==> config.mk <==
export PLATFORM = sky130hd
export DESIGN_NAME = adc_output_coding
export DESIGN_NICKNAME = d
export VERILOG_FILES = /design/src/design/adc_out_pkg.sv /design/src/design/adc_output_coding.sv /design/src/design/sample_delay_line.sv
export VERILOG_INCLUDE_DIRS = /design/src /design/src/design
export SDC_FILE = /design/constraint.sdc
export NUM_CORES = 1
export LEC_CHECK = 0
export ABC_AREA = 1
export BUFFER_PORTS_ARGS = -buffer_cell sky130_fd_sc_hd__buf_2
export CORE_UTILIZATION = 58
export CTS_CLUSTER_DIAMETER = 100
export DETAILED_ROUTE_END_ITERATION = 8
export HOLD_SLACK_MARGIN = 0.02
export PLACE_DENSITY = 0.79
export SLEW_MARGIN = 20
export SYNTH_ARGS = -nofsm -noshare
export SYNTH_HDL_FRONTEND = slang
export SYNTH_SLANG_ARGS = --single-unit
==> constraint.sdc <==
create_clock -name pclk -period 3.45 [get_ports pclk]
set_input_delay 0.69 -clock pclk [delete_from_list [all_inputs] [get_ports pclk]]
set_output_delay 0.69 -clock pclk [all_outputs]
set_load 0.005 [all_outputs]
==> src/design/adc_out_regs.svh <==
/*
 * Constants of the converter output block: register map, field positions,
 * reset values, code values and timing figures.
 * Assumes it is included by bare name from design and verification files.
 */
`ifndef ADC_OUT_REGS_SVH
`define ADC_OUT_REGS_SVH

`define ADC_CODE_W        14
`define ADC_RAW_W         16
`define ADC_PIPE_STAGES   9
`define ADC_TC_POS_FS     14'h1FFF
`define ADC_TC_NEG_FS     14'h2000
`define ADC_MSB_FLIP      14'h2000
`define ADC_RAW_POS_FS    16'sh1FFF
`define ADC_RAW_NEG_FS    16'shE000

`define ADC_CLK_PERIOD_NS 8
`define ADC_FLOAT_NS      10
`define ADC_WAKE_MS       10
`define ADC_NS_PER_MS     1000000
`define ADC_CONV_HALF     4

`define ADC_ADDR_W        8
`define ADC_OFS_CTRL      8'h00
`define ADC_OFS_STATUS    8'h04
`define ADC_OFS_INT_STAT  8'h08
`define ADC_OFS_INT_MASK  8'h0C
`define ADC_OFS_LAST      8'h10

`define ADC_CTRL_FORCE_PD 0
`define ADC_STAT_PD       0
`define ADC_STAT_SETTLED  1
`define ADC_STAT_GRAY     2
`define ADC_INT_OVR       0
`define ADC_INT_WAKE      1
`define ADC_INT_PD        2
`define ADC_INT_W         3
`define ADC_LAST_OVR      14

`define ADC_CTRL_RST      1'h0
`define ADC_INT_RST       3'h0

`endif

==> src/design/adc_out_pkg.sv <==
/*
 * Types of the converter output block.
 * Assumes nothing beyond a SystemVerilog compiler.
 */
`default_nettype none
package adc_out_pkg;
	// Gray order along run -> down -> redrive -> wake -> run
	typedef enum logic [1:0] {
		PWR_RUN     = 2'b00,
		PWR_DOWN    = 2'b01,
		PWR_REDRIVE = 2'b11,
		PWR_WAKE    = 2'b10
	} pwr_state_t;
endpackage
`default_nettype wire

==> src/design/adc_output_coding.sv <==
/*
 * Digital output side of a 14-bit pipelined converter: output coding,
 * over-range flag, data-valid strobe, power-down with floating outputs,
 * APB registers and a level interrupt.
 * Assumes the quantizer presents a signed code on pclk each cycle and the
 * pins power_down_select and gray_select are asynchronous.
 */
// Implementation choices: the placing of the registers and the APB slave port.
`default_nettype none
`include "adc_out_regs.svh"

////////////////////////////////////////////////////////////////////////////
// Function
// - Conversion runs while power-down select is low and stops when high.
// - In power-down the data bus, over-range flag and strobe all float.
// - In power-down all logic halts and no new results appear; here the pin synchronisers, APB registers and interrupt keep running.
// - Two's complement gives 0x1FFF at plus and 0x2000 at minus scale.
// - Gray output is the Gray code of offset binary, midscale 0x3000.
// - Out-of-range input sets the flag and clamps to the full-scale code.
// - Format select high gives Gray code, low gives two's complement.
// - Each result appears 8.5 conversion cycles after its sampling edge.
// - Outputs change on the strobe's fall; the capturer latches on rise.
// - The flag floats and redrives within 10 ns of power-down edges; here it floats three and redrives four pclk edges after the pin.
module adc_output_coding #(
	parameter int WAKE_CYCLES = `ADC_WAKE_MS * (`ADC_NS_PER_MS
		/ `ADC_CLK_PERIOD_NS),
	parameter int CONV_HALF   = `ADC_CONV_HALF
) (
	input  wire logic                    pclk,
	input  wire logic                    presetn,
	input  wire logic [`ADC_ADDR_W-1:0]  paddr,
	input  wire logic                    psel,
	input  wire logic                    penable,
	input  wire logic                    pwrite,
	input  wire logic [31:0]             pwdata,
	output logic                         pready,
	output logic      [31:0]             prdata,
	output logic                         pslverr,
	input  wire logic                    power_down_select,
	input  wire logic                    gray_select,
	input  wire logic [`ADC_RAW_W-1:0]   quantizer_code,
	output logic                         sample_take,
	output logic      [`ADC_CODE_W-1:0]  conversion_data_bus,
	output logic                         conversion_data_bus_oe_n,
	output logic                         over_range_flag,
	output logic                         over_range_flag_oe_n,
	output logic                         data_valid_strobe,
	output logic                         data_valid_strobe_oe_n,
	output logic                         irq
);
	localparam int FLOOR_CYC = `ADC_FLOAT_NS / `ADC_CLK_PERIOD_NS;
	localparam int REDRIVE_CYC = (FLOOR_CYC < 1) ? 1 : FLOOR_CYC;
	localparam int CW = `ADC_CODE_W;

	function automatic logic [CW-1:0] to_gray(input logic [CW-1:0] tc);
		logic [CW-1:0] ob;
		ob = tc ^ `ADC_MSB_FLIP;
		return ob ^ (ob >> 1);
	endfunction

	////////////////////////////////////////////////////////////////////////
	// Pin synchronisers
	logic pd_meta, pd_sync, gs_meta, gs_sync;
	always_ff @(posedge pclk or negedge presetn) begin
		if (!presetn) begin
			pd_meta <= 1'b0;
			pd_sync <= 1'b0;
			gs_meta <= 1'b0;
			gs_sync <= 1'b0;
		end else begin
			pd_meta <= power_down_select;
			pd_sync <= pd_meta;
			gs_meta <= gray_select;
			gs_sync <= gs_meta;
		end
	end

	////////////////////////////////////////////////////////////////////////
	// Power state
	logic                    force_pd;
	adc_out_pkg::pwr_state_t state, next_state;
	logic [31:0]             cnt, next_cnt;
	logic                    pd_req, driving, ev_wake, ev_pd;

	assign pd_req = pd_sync | force_pd;

	always_comb begin
		next_state = state;
		next_cnt   = cnt;
		ev_wake    = 1'b0;
		ev_pd      = 1'b0;
		case (state)
			adc_out_pkg::PWR_RUN, adc_out_pkg::PWR_WAKE: begin
				if (pd_req) begin
					next_state = adc_out_pkg::PWR_DOWN;
					ev_pd      = 1'b1;
				end else if (state == adc_out_pkg::PWR_WAKE) begin
					if (cnt == 32'h0) begin
						next_state = adc_out_pkg::PWR_RUN;
						ev_wake    = 1'b1;
					end else begin
						next_cnt = cnt - 32'h1;
					end
				end
			end
			adc_out_pkg::PWR_DOWN: begin
				if (!pd_req) begin
					next_state = adc_out_pkg::PWR_REDRIVE;
					next_cnt   = 32'(REDRIVE_CYC - 1);
				end
			end
			adc_out_pkg::PWR_REDRIVE: begin
				if (pd_req) begin
					next_state = adc_out_pkg::PWR_DOWN;
				end else if (cnt == 32'h0) begin
					next_state = adc_out_pkg::PWR_WAKE;
					next_cnt   = 32'(WAKE_CYCLES - 1);
				end else begin
					next_cnt = cnt - 32'h1;
				end
			end
			default: begin
				next_state = adc_out_pkg::PWR_DOWN;
			end
		endcase
	end

	always_ff @(posedge pclk or negedge presetn) begin
		if (!presetn) begin
			state <= adc_out_pkg::PWR_RUN;
			cnt   <= 32'h0;
		end else begin
			state <= next_state;
			cnt   <= next_cnt;
		end
	end

	assign driving = (state == adc_out_pkg::PWR_RUN) ||
		(state == adc_out_pkg::PWR_WAKE);

	////////////////////////////////////////////////////////////////////////
	// Conversion clock enable, sampling and coding
	logic [15:0]   div_cnt, next_div_cnt;
	logic          conv_level, next_conv_level;
	logic          tick, conv_fall, conv_rise;
	logic          raw_over;
	logic [CW-1:0] raw_tc;
	logic [CW:0]   pipe_out;

	assign tick      = driving && (div_cnt == 16'(CONV_HALF - 1));
	assign conv_fall = tick && conv_level;
	assign conv_rise = tick && !conv_level;

	always_comb begin
		next_div_cnt    = div_cnt + 16'h1;
		next_conv_level = conv_level;
		if (!driving) begin
			// Halted divider restarts high, so the first edge is a fall
			next_div_cnt    = 16'h0;
			next_conv_level = 1'b1;
		end else if (tick) begin
			next_div_cnt    = 16'h0;
			next_conv_level = !conv_level;
		end
	end

	always_ff @(posedge pclk or negedge presetn) begin
		if (!presetn) begin
			div_cnt    <= 16'h0;
			conv_level <= 1'b1;
		end else begin
			div_cnt    <= next_div_cnt;
			conv_level <= next_conv_level;
		end
	end

	assign sample_take = conv_fall;

	always_comb begin
		raw_over = 1'b0;
		raw_tc   = quantizer_code[CW-1:0];
		if ($signed(quantizer_code) > `ADC_RAW_POS_FS) begin
			raw_over = 1'b1;
			raw_tc   = `ADC_TC_POS_FS;
		end else if ($signed(quantizer_code) < `ADC_RAW_NEG_FS) begin
			raw_over = 1'b1;
			raw_tc   = `ADC_TC_NEG_FS;
		end
	end

	// Nine falls of shift plus the following rise give 8.5 cycles
	sample_delay_line #(
		.WIDTH (CW + 1),
		.DEPTH (`ADC_PIPE_STAGES)
	) u_pipe (
		.clk   (pclk),
		.rst_n (presetn),
		.shift (conv_fall),
		.clear (!driving),
		.din   ({raw_over, raw_tc}),
		.dout  (pipe_out)
	);

	////////////////////////////////////////////////////////////////////////
	// Output registers
	logic [CW-1:0] next_data;
	logic          next_over, next_strobe, ev_ovr;

	always_comb begin
		next_data   = conversion_data_bus;
		next_over   = over_range_flag;
		ev_ovr      = 1'b0;
		// Strobe follows the inverted conversion clock, so data moves
		// on its falling edge and is steady across its rise
		next_strobe = driving && !next_conv_level;
		if (conv_rise) begin
			next_over = pipe_out[CW];
			ev_ovr    = pipe_out[CW];
			if (gs_sync) begin
				next_data = to_gray(pipe_out[CW-1:0]);
			end else begin
				next_data = pipe_out[CW-1:0];
			end
		end
	end

	always_ff @(posedge pclk or negedge presetn) begin
		if (!presetn) begin
			conversion_data_bus <= '0;
			over_range_flag     <= 1'b0;
			data_valid_strobe   <= 1'b0;
		end else begin
			conversion_data_bus <= next_data;
			over_range_flag     <= next_over;
			data_valid_strobe   <= next_strobe;
		end
	end

	// Enables float from the cycle the state leaves driving
	assign conversion_data_bus_oe_n = !driving;
	assign over_range_flag_oe_n     = !driving;
	assign data_valid_strobe_oe_n   = !driving;

	////////////////////////////////////////////////////////////////////////
	// APB registers and interrupt
	logic                   setup, wr, addr_ok;
	logic [`ADC_INT_W-1:0]  int_stat, int_mask, next_int_stat, next_int_mask;
	logic                   next_force_pd;
	logic [31:0]            rd_mux;

	assign setup   = psel && !penable;
	assign wr      = psel && penable && pwrite;
	assign addr_ok = (paddr == `ADC_OFS_CTRL) ||
		(paddr == `ADC_OFS_STATUS) || (paddr == `ADC_OFS_INT_STAT) ||
		(paddr == `ADC_OFS_INT_MASK) || (paddr == `ADC_OFS_LAST);
	assign pready  = 1'b1;
	assign pslverr = psel && penable && !addr_ok;

	always_comb begin
		rd_mux = 32'h0;
		case (paddr)
			`ADC_OFS_CTRL:     rd_mux[`ADC_CTRL_FORCE_PD] = force_pd;
			`ADC_OFS_STATUS: begin
				rd_mux[`ADC_STAT_PD]      = !driving;
				rd_mux[`ADC_STAT_SETTLED] = state == adc_out_pkg::PWR_RUN;
				rd_mux[`ADC_STAT_GRAY]    = gs_sync;
			end
			`ADC_OFS_INT_STAT: rd_mux[`ADC_INT_W-1:0] = int_stat;
			`ADC_OFS_INT_MASK: rd_mux[`ADC_INT_W-1:0] = int_mask;
			`ADC_OFS_LAST: begin
				rd_mux[CW-1:0]        = conversion_data_bus;
				rd_mux[`ADC_LAST_OVR] = over_range_flag;
			end
			default:           rd_mux = 32'h0;
		endcase
	end

	always_comb begin
		next_force_pd = force_pd;
		next_int_mask = int_mask;
		next_int_stat = int_stat;
		if (wr && paddr == `ADC_OFS_CTRL) begin
			next_force_pd = pwdata[`ADC_CTRL_FORCE_PD];
		end
		if (wr && paddr == `ADC_OFS_INT_MASK) begin
			next_int_mask = pwdata[`ADC_INT_W-1:0];
		end
		if (wr && paddr == `ADC_OFS_INT_STAT) begin
			next_int_stat = int_stat & ~pwdata[`ADC_INT_W-1:0];
		end
		// Set after clear, so an event in the clearing cycle survives
		next_int_stat[`ADC_INT_OVR]  = next_int_stat[`ADC_INT_OVR] | ev_ovr;
		next_int_stat[`ADC_INT_WAKE] = next_int_stat[`ADC_INT_WAKE] | ev_wake;
		next_int_stat[`ADC_INT_PD]   = next_int_stat[`ADC_INT_PD] | ev_pd;
	end

	always_ff @(posedge pclk or negedge presetn) begin
		if (!presetn) begin
			force_pd <= `ADC_CTRL_RST;
			int_stat <= `ADC_INT_RST;
			int_mask <= `ADC_INT_RST;
			prdata   <= 32'h0;
		end else begin
			force_pd <= next_force_pd;
			int_stat <= next_int_stat;
			int_mask <= next_int_mask;
			if (setup && !pwrite) begin
				prdata <= rd_mux;
			end
		end
	end

	assign irq = |(int_stat & int_mask);
endmodule
`default_nettype wire

==> src/design/sample_delay_line.sv <==
/*
 * Shift memory holding conversion results in flight through the pipeline.
 * Assumes shift and clear come from logic on the same clock.
 */
`default_nettype none
module sample_delay_line #(
	parameter int WIDTH = 15,
	parameter int DEPTH = 9
) (
	input  wire logic             clk,
	input  wire logic             rst_n,
	input  wire logic             shift,
	input  wire logic             clear,
	input  wire logic [WIDTH-1:0] din,
	output logic      [WIDTH-1:0] dout
);
	logic [WIDTH-1:0] stage      [DEPTH];
	logic [WIDTH-1:0] next_stage [DEPTH];

	always_comb begin
		for (int i = 0; i < DEPTH; i++) begin
			next_stage[i] = stage[i];
		end
		if (clear) begin
			for (int i = 0; i < DEPTH; i++) begin
				next_stage[i] = '0;
			end
		end else if (shift) begin
			next_stage[0] = din;
			for (int i = 1; i < DEPTH; i++) begin
				next_stage[i] = stage[i-1];
			end
		end
	end

	always_ff @(posedge clk or negedge rst_n) begin
		if (!rst_n) begin
			for (int i = 0; i < DEPTH; i++) begin
				stage[i] <= '0;
			end
		end else begin
			for (int i = 0; i < DEPTH; i++) begin
				stage[i] <= next_stage[i];
			end
		end
	end

	// Read port is the last stage itself, already a register
	assign dout = stage[DEPTH-1];
endmodule
`default_nettype wire

# Yosys cells after proc, flatten, opt, wreduce, memory -nomap -nowiden
# Index checks and enable logic that the tools add are counted.
# W data, S select, Z words.
[totals] regBits=228 in_bits=63 wordCells=120
[classes] n_addsub=2 n_lt_le_gt_ge=2 n_eq_ne=17 muxes=36 bitwise_logic=9 n_reduce_logical=30
[op_table] operator="$mux W135" n=2
[op_table] operator="$mux W32" n=6
[op_table] operator="$pmux W32 S3" n=1
[op_table] operator="$mux W14" n=3
[op_table] operator="$logic_not A32 Y1" n=1
[op_table] operator="$mux W16" n=2
[op_table] operator="$sub A32 B1 Y32 const B" n=1
[op_table] operator="$add A16 B1 Y16 const B" n=1
[op_table] operator="$eq A16 B2 Y1 const B" n=1
[op_table] operator="$eq A8 B4 Y1 const B" n=2
[op_table] operator="$gt A16 B14 Y1 const B" n=1
[op_table] operator="$lt A16 B14 Y1 const B" n=1
[op_table] operator="$xor A14 B13 Y14" n=1
[op_table] operator="$logic_and A1 B1 Y1" n=12
[op_table] operator="$mux W12" n=1
[op_table] operator="$mux W2" n=6
[op_table] operator="$ne A2 B2 Y1 const B" n=6
[op_table] operator="$mux W1" n=11
[op_table] operator="$ne A3 B3 Y1 const B" n=3
[op_table] operator="$eq A8 B3 Y1 const B" n=1
[op_table] operator="$eq A8 B5 Y1 const B" n=1
[op_table] operator="$logic_not A8 Y1" n=1
[op_table] operator="$pmux W2 S4" n=1
[op_table] operator="$and A3 B3 Y3" n=2
[op_table] operator="15 further kinds" n=28

# Depth between registers and ports, before layout
# Gate-level depths: netlist of the first run.
[logic_depth] word_depth=7 mapped_depth=12 depth_no_buf=12

# Hierarchy
# A second synthesis of the first run with hierarchy kept.
[hier_totals] cells_unflattened=1328 hier_area_um2=10807.9
[modules_own_cells] mod="sample_delay_line" instances=1 cells_per_inst=600 area_per_inst_um2=5432.7 seq_area_each_um2=3378.2
[modules_own_cells] mod="adc_output_coding" instances=1 cells_per_inst=728 area_per_inst_um2=5375.2 seq_area_each_um2=2328.5

# Worst setup path before layout of the first run
# Ideal clock, no wire load.
[synth_timing] kind="register to register" from="register state[0]" to="register u_pipe.stage (netlist bit u_pipe.dout[0])" setup_ns=0.138 arrival_time_ns=2.438 path_slack_ns=0.874 stages_incl_launch_ff=12 n_path_buf=5 period_less_slack_ns=2.576 cell_sequence="dfrtp_1 > buf_2 > inv_1 > clkbuf_1 > nand4_1 > nor4_1 > ha_1 > or2_2 > clkbuf_1 > buf_2 > buf_1 > o22ai_1"
[synth_between] elab_chain_cells=5
[synth_rtl] item="start, declared" line_no="adc_output_coding.sv:81" rtl="adc_out_pkg::pwr_state_t state, next_state;"
[synth_rtl] item="start signal, assigned" line_no="adc_output_coding.sv:130" rtl="state <= adc_out_pkg::PWR_RUN;"
[synth_rtl] item="start signal, assigned" line_no="adc_output_coding.sv:133" rtl="state <= next_state;"
[synth_rtl] item="$eq A2 B2 Y1 or $logic_not A2 Y1 (tied branches)" line_no="adc_output_coding.sv:139, adc_output_coding.sv:138"
[synth_rtl] item="$logic_or A1 B1 Y1 (*)" line_no="adc_output_coding.sv:138" rtl="assign driving = (state == adc_out_pkg::PWR_RUN) ||"
[synth_rtl] item="$logic_and A1 B1 Y1 (*)" line_no="adc_output_coding.sv:150" rtl="assign tick = driving && (div_cnt == 16'(CONV_HALF - 1));"
[synth_rtl] item="$logic_and A1 B1 Y1 (*)" line_no="adc_output_coding.sv:151" rtl="assign conv_fall = tick && conv_level;"
[synth_rtl] item="net sample_take" line_no="adc_output_coding.sv:42" rtl="output logic sample_take,"
[synth_rtl] item="$ne A2 B2 Y1 (no source line) (*)"
[synth_rtl] item="end signal, assigned by index" line_no="sample_delay_line.sv:43" rtl="stage[i] <= next_stage[i];"
[synth_rtl] item="end, declared" line_no="sample_delay_line.sv:17" rtl="logic [WIDTH-1:0] stage [DEPTH];"
# The timed path passes the listed nets; every way through them passes the cells marked *.
# A chain may end at the register's enable or synchronous reset.

# Worst setup path after layout of the first run
[layout_timing] from="register div_cnt[1]" to="output sample_take"
[layout_between] elab_chain_cells=3
[layout_rtl] item="start, declared" line_no="adc_output_coding.sv:143" rtl="logic [15:0] div_cnt, next_div_cnt;"
[layout_rtl] item="start signal, assigned" line_no="adc_output_coding.sv:172" rtl="div_cnt <= next_div_cnt;"
[layout_rtl] item="$eq A16 B2 Y1" line_no="adc_output_coding.sv:150"
[layout_rtl] item="$logic_and A1 B1 Y1" line_no="adc_output_coding.sv:150"
[layout_rtl] item="$logic_and A1 B1 Y1" line_no="adc_output_coding.sv:151"
[layout_rtl] item="end, declared" line_no="adc_output_coding.sv:42"
# No other way between the ends.

==> summary.txt, run 1 <==
CTS
  – Clock slew at reported path FFs: 0.06 ns
  – Num CTS Buffers: 24
  – Post-CTS setup buffers: 0
  – Clk buf depth: 3
  – Clk_lat worst skew: 0.51 ns
  – CTS sink count: 228
  – Cts hold-fix bufs: 0
  – Root buffer cell: clkbuf_16
  – CTS tree: done
  – Post-cts resize count: 0
  – H-tree Lvls: 1

Logic synthesis
  – Top-count cell post-synth: nand2_1
  – Synth Cell Area: 10300 um^2
  – FFs w/ async S/R, synth: 1.00
  – Synth Register Bits: 228
  – Main area contributors after synthesis: dfrtp_1 55%, nand2_1 8.7%, inv_1 7.5%
  – Most frequent cells after synthesis: 237 x nand2_1, 227 x dfrtp_1, 206 x inv_1
  – Synthesized netlist cell count: 1181
  – Cell taking the most area after synthesis: dfrtp_1
  – Number of enable flip-flop cells after synthesis: 0
  – Yosys top cell area share: 0.553
  – Seq/Total Area, Yosys: 0.555
  – Ys flop type: dfrtp_1
  – Ys Warns: 0
  – Yosys cell types: 37
  – Synth Area per Inst: 8.70 um^2

Final layout
  – Final nets: 1306
  – Layout cells sized above 1: 0.112
  – Area grow syn2layout: 12.5%
  – # fillers: 1341
  – # diodes: 0

Timing
  – RSZ-0062 raised after global routing: no
  – Final worst path period need: 2.88 ns
  – Setup TNS: 0 ns
  – Fin crit share: 0.836
  – Final worst slack: 0.567 ns
  – Maximum clock frequency: 347 MHz
  – Setup Viol. Count Final: 0
  – Slew headroom: 0.474
  – Slew @ Worst Pin: 0.786 ns
  – Final hold vios: 0
  – Clock skew: 0.00582 ns
  – Max Slew Vio Count: 0

Route
  – DRT Pass-1 Iters: 5
  – Routed wire length: 21.0 mm
  – Per-cell routed wire length: 14.2 um
  – DR DRC count: 0
  – Routed vias/inst: 5.32
  – DR vias: 7878
  – Starting DRC count in detailed routing: 540
  – Post-route ant nets: 0

Floorplan
  – Die area: 18300 um^2
  – Die Span Y: 135 um
  – I/O Pins: 118
  – Initial core utilization: 0.594
  – Row cnt: 48
  – Die X-Extent: 135 um
  – Core box area: 17300 um^2

GRT
  – Met2 usage: 0.408
  – GR Util met1: 0.319
  – First-pass GRT wire length: 35.4 mm
  – Top Usage Layer GRT: met2
  – Pin count of the biggest net entering global routing: 98
  – Total GRT Usage: 0.239
  – Initial antenna violation count: 0
  – Grt ovf: 0
  – Met3 GRT Util: 0.0315
  – Number of global-route vias before repair: 7488

Critical path
  – R2R Setup Slk: 0.81 ns
  – CP max FO: 5
  – Origin of the critical flop-to-flop path: div_cnt[1]$_DFF_PN0_
  – Reg2Reg Depth: 7
  – CP Launch Type: register
  – CP endpoint kind: output pin
  – CP Class: reg -> out
  – R2R Path End: u_pipe.stage[16]$_DFFE_PN0P_
  – CP arrival: 2.19 ns
  – Required @ worst endpoint: 2.76 ns

Power and ir drop
  – Worst VDD drop: 609 uV
  – Pwr/cell area: 698 nW/um^2
  – P_leak: 5.51 nW

Place
  – PortBufs: 70
  – Pre-CTS WS: 0.836 ns
  – GPL Wtd Cong: 0.900
  – Dpl hpwl: 13.8 mm

Worst hold path
  – Worst min path class: in -> async

Outcome
  – Status: finished, final reports clean

Run
  – Total of max-cap violations: 0
## through the flow
stage          area [um^2]  utilization  hold WS, ns  cells  total power [mW]
2_1_floorplan        10300            -        0.331   1197              4.92
3_3_place_gp         10700        0.621        0.335   1438              5.41
3_5_place_dp         10700        0.621        0.342   1438              5.45
4_1_cts              11600        0.669        0.238   1480              8.12
5_1_grt              11600        0.669        0.255   1480              8.63
6_report             11600        0.669        0.202   1480              8.07
## layer usage
| layer | wire length [um] | part of all wire |
|---|---|---|
| met1 | 9330 | 0.44 |
| met2 | 10200 | 0.49 |
| met3 | 838 | 0.040 |
| met4 | 600 | 0.029 |
| met5 | 0 | 0 |
## layout by cell type, fill, tap and decap left out, drive strengths merged, types with 12 or more instances in the layout
master | synthesis | routed
o21ai | 76 | 76
nand3 | 33 | 33
nand4 | 12 | 12
dfrtp | 227 | 227
nor2 | 108 | 108
inv | 207 | 207
nand2 | 243 | 243
conb | 2 | 18
buf | 41 | 81
xor2 | 31 | 31
clkbuf | 24 | 33
o22ai | 121 | 121
nor3 | 13 | 13
## sequential cells by signal, indices dropped and copies added (netlist names), 2 cells and up
| name | flops |
|---|---|
| state | 2 |
| u_pipe.stage | 120 |
| int_stat | 3 |
| div_cnt | 16 |
| conversion_data_bus | 14 |
| u_pipe.dout | 15 |
| prdata | 15 |
| cnt | 32 |
| int_mask | 3 |
## worst max-delay path, stage by stage (launching register included)
cell,delay [ns]
dfrtp_1,0.35
ha_1,0.21
nand4_1,0.11
nor4_1,0.44
ha_1,0.39
buf_2,0.19
## layout make-up
type,count,area [um^2],area share
inverter,207,777,0.0672
timing repair buffer,81,468,0.0405
tap,225,282,0.0243
clock buffer,33,696,0.0602
multi-input combinational,697,3510,0.304
sequential,228,5710,0.494
clock inverter,9,124,0.0107
## kinds of logic (layout without fill, tap and decap cells)
group / Yosys count / count (layout) / share of synthesized area
AOI/OAI and AO/OA: 214 / 214 / 0.121
xor gates and xnor gates: 38 / 38 / 0.0324
adders and majority gates: 4 / 4 / 0.00487
buffers and inverters: 272 / 330 / 0.110
DFF: 228 / 228 / 0.555
other: 2 / 18 / 0.000731
and+or+nand+nor: 423 / 423 / 0.175
## worst max-delay path by stage
stage | start | endpoint | slack, ns | cells after the start
2_1_floorplan | state[0]$_DFFE_PN0P_ | u_pipe.dout[0]$_DFFE_PN0P_ | 0.87 | 11
3_3_place_gp | div_cnt[0]$_DFF_PN0_ | u_pipe.stage[121]$_DFFE_PN0P_ | 0.89 | 7
3_5_place_dp | div_cnt[1]$_DFF_PN0_ | u_pipe.stage[134]$_DFFE_PN0P_ | 0.84 | 7
4_1_cts | div_cnt[1]$_DFF_PN0_ | sample_take | 0.53 | 5
5_1_grt | div_cnt[1]$_DFF_PN0_ | sample_take | 0.40 | 5
6_report | div_cnt[1]$_DFF_PN0_ | sample_take | 0.57 | 5
## power breakdown
group | switching [mW] | internal [mW]
clock network | 1.02 | 1.63
logic | 1.56 | 0.788
registers | 0.228 | 2.85
total | 2.80 | 5.26
Note: power is estimated with default switching activity, not from simulation.
==> inputs of run 2 (changes only) <==
--- a/config.mk
+++ b/config.mk
@@ -8,11 +8,11 @@
 export LEC_CHECK = 0
 export ABC_AREA = 1
 export BUFFER_PORTS_ARGS = -buffer_cell sky130_fd_sc_hd__buf_2
-export CORE_UTILIZATION = 58
+export CORE_UTILIZATION = 53
 export CTS_CLUSTER_DIAMETER = 100
 export DETAILED_ROUTE_END_ITERATION = 8
 export HOLD_SLACK_MARGIN = 0.02
-export PLACE_DENSITY = 0.79
+export PLACE_DENSITY = 0.76
 export SLEW_MARGIN = 20
 export SYNTH_ARGS = -nofsm -noshare
 export SYNTH_HDL_FRONTEND = slang
==> constraint.sdc (replaced) <==
create_clock -name pclk -period 2.6 [get_ports pclk]
set_input_delay 0.52 -clock pclk [delete_from_list [all_inputs] [get_ports pclk]]
set_output_delay 0.52 -clock pclk [all_outputs]
set_load 0.005 [all_outputs]
==> summary.txt, run 2 (synthesized netlist as in run 1, its figures left out) <==
Run
  – Total of max-cap violations: 0

Route
  – Routed vias/inst: 5.10
  – DR DRC count: 0
  – DRT Pass-1 Iters: 6
  – Starting DRC count in detailed routing: 430
  – Routed wire length: 20.6 mm
  – Per-cell routed wire length: 13.5 um
  – Post-route ant nets: 0
  – DR vias: 7766

CTS
  – H-tree Lvls: 1
  – Root buffer cell: clkbuf_16
  – CTS tree: done
  – Clock slew at reported path FFs: 0.06 ns
  – Clk_lat worst skew: 0.51 ns
  – CTS sink count: 228
  – Num CTS Buffers: 24
  – Clk buf depth: 3

Floorplan
  – Initial core utilization: 0.546
  – Die Span Y: 141 um
  – Core box area: 18800 um^2
  – Row cnt: 50
  – Die area: 20000 um^2
  – Die X-Extent: 141 um
  – I/O Pins: 118

Timing
  – Slew @ Worst Pin: 0.836 ns
  – Max Slew Vio Count: 0
  – Slew headroom: 0.443
  – Final hold vios: 0
  – Clock skew: 0.0127 ns
  – Fin crit share: 0.963
  – Maximum clock frequency: 399 MHz
  – Setup TNS: 0 ns
  – RSZ-0062 raised after global routing: no
  – Setup Viol. Count Final: 0
  – Final worst path period need: 2.50 ns
  – Final worst slack: 0.0963 ns

Power and ir drop
  – Combinational power share: 0.293
  – Reg power frac: 0.381
  – Pwr/cell area: 915 nW/um^2
  – Clock network fraction of design power: 0.326
  – P_leak: 5.54 nW
  – Sw Ratio: 0.351
  – Worst VDD drop: 576 uV
  – Int Pwr: 6.96 mW
  – Total Power: 10.7 mW
  – Switching power: 3.76 mW

GRT
  – Number of global-route vias before repair: 7444
  – Pin count of the biggest net entering global routing: 84
  – First-pass GRT wire length: 35.1 mm
  – Total GRT Usage: 0.215
  – Grt ovf: 0
  – Initial antenna violation count: 0

Critical path
  – CP endpoint kind: output pin
  – CP Class: reg -> out
  – Crit path max-delay family: simple AND/OR/NAND/NOR gates
  – CP Launch Type: register
  – Critical path depth in cells: 5
  – Reg2Reg Depth: 8
  – Worst path bufs/invs: 2
  – CP max FO: 5
  – Required @ worst endpoint: 2.08 ns
  – CP max stage cell: dfrtp_1
  – Largest stage delay, worst path: 0.42 ns
  – CP arrival: 1.98 ns
  – Worst path cell trace: inv_1 -> nand4_1 -> nor4_4 -> ha_2 -> buf_2

Final layout
  – Max reg flops: 120
  – Fin util: 0.622
  – Area grow syn2layout: 14.0%
  – # fillers: 1561
  – # diodes: 0
  – Layout cells sized above 1: 0.119
  – Commonest non-fill, non-tap cell in the layout: nand2_1
  – Most frequent cells in the layout: 236 x nand2_1, 227 x dfrtp_1, 205 x inv_1
  – Top flop regs: u_pipe.stage (120), cnt (32), div_cnt (16)
  – Most flops, register: u_pipe.stage
  – Final nets: 1312

Worst hold path
  – Worst min path class: in -> reg
  – Hold Path Stages: 1

Place
  – Pre-CTS WS: 0.172 ns
  – GPL Wtd Cong: 0.941
  – Dpl hpwl: 13.5 mm
  – PortBufs: 70

Outcome
  – Status: finished, final reports clean
run 2: changes by cell type in the layout (fill, tap and decap cells not counted), moves of 2 or more:
cell | previous run | this run
clkbuf_8 | 4 | 6
clkinvlp_4 | 0 | 4
buf_4 | 9 | 11
buf_12 | 2 | 5
clkinv_2 | 5 | 2
run 2: layout make-up:
type	count	area (um^2)	area share
multi-input cells	697	3530	0.301
clock buffers	34	719	0.0614
clock inverters	9	109	0.00929
inverters	207	777	0.0663
flip-flops and latches	228	5710	0.487
repair buffers	87	553	0.0472
well taps	260	325	0.0278
run 2: through the flow:
stage	instance area, um^2	hold WS (ns)	cells
floorplan	10300	0.224	1197
global placement	10900	0.336	1477
detailed placement	10900	0.342	1477
CTS	11700	0.0996	1521
global route	11700	0.101	1522
finish	11700	0.118	1522
run 2: per-layer routing:
| metal | global-route usage | routed length [um] | part of all wire | vias up |
|---|---|---|---|---|
| li1 | - | - | - | 3877 |
| met4 | 0.0549 | 367 | 0.018 | 0 |
| met1 | 0.302 | 9820 | 0.48 | 3640 |
| met2 | 0.352 | 9390 | 0.46 | 219 |
| met3 | 0.0327 | 983 | 0.048 | 30 |
| met5 | 0 | 0 | 0 | - |
run 2: path summary, 6_finish.rpt:
check	to	slack, ns	from
worst min register to register	gs_sync$_DFF_PN0_	0.35	gs_meta$_DFF_PN0_
worst max register to register	u_pipe.stage[132]$_DFFE_PN0P_	0.35	div_cnt[10]$_DFF_PN0_
max in group asynchronous	gs_sync$_DFF_PN0_	1.17	presetn
min in group asynchronous	cnt[2]$_DFFE_PN0P_	0.60	presetn
worst max-delay path	sample_take	0.1	div_cnt[10]$_DFF_PN0_
worst min-delay path	gs_meta$_DFF_PN0_	0.12	gray_select
run 2: timing repair:
action / in CTS / in global routing
hold endpoints to repair: 30 / 0
endpoints found under the setup margin: 1 / 2
setup buffers: 0 / 1
hold buffers: 1 / 0
pin swaps: 0 / 2
gates resized for setup: 2 / 2
run 2: power groups by stage:
| stage | logic [mW] | registers, mW | clock network, mW |
|---|---|---|---|
| after floorplan | 2.48 | 4.06 | 0 |
| after global placement | 3.04 | 4.12 | 0 |
| after detailed placement | 3.09 | 4.14 | 0 |
| after CTS | 3.10 | 4.07 | 3.57 |
| after global routing | 3.60 | 4.11 | 3.72 |
| final | 3.15 | 4.08 | 3.49 |
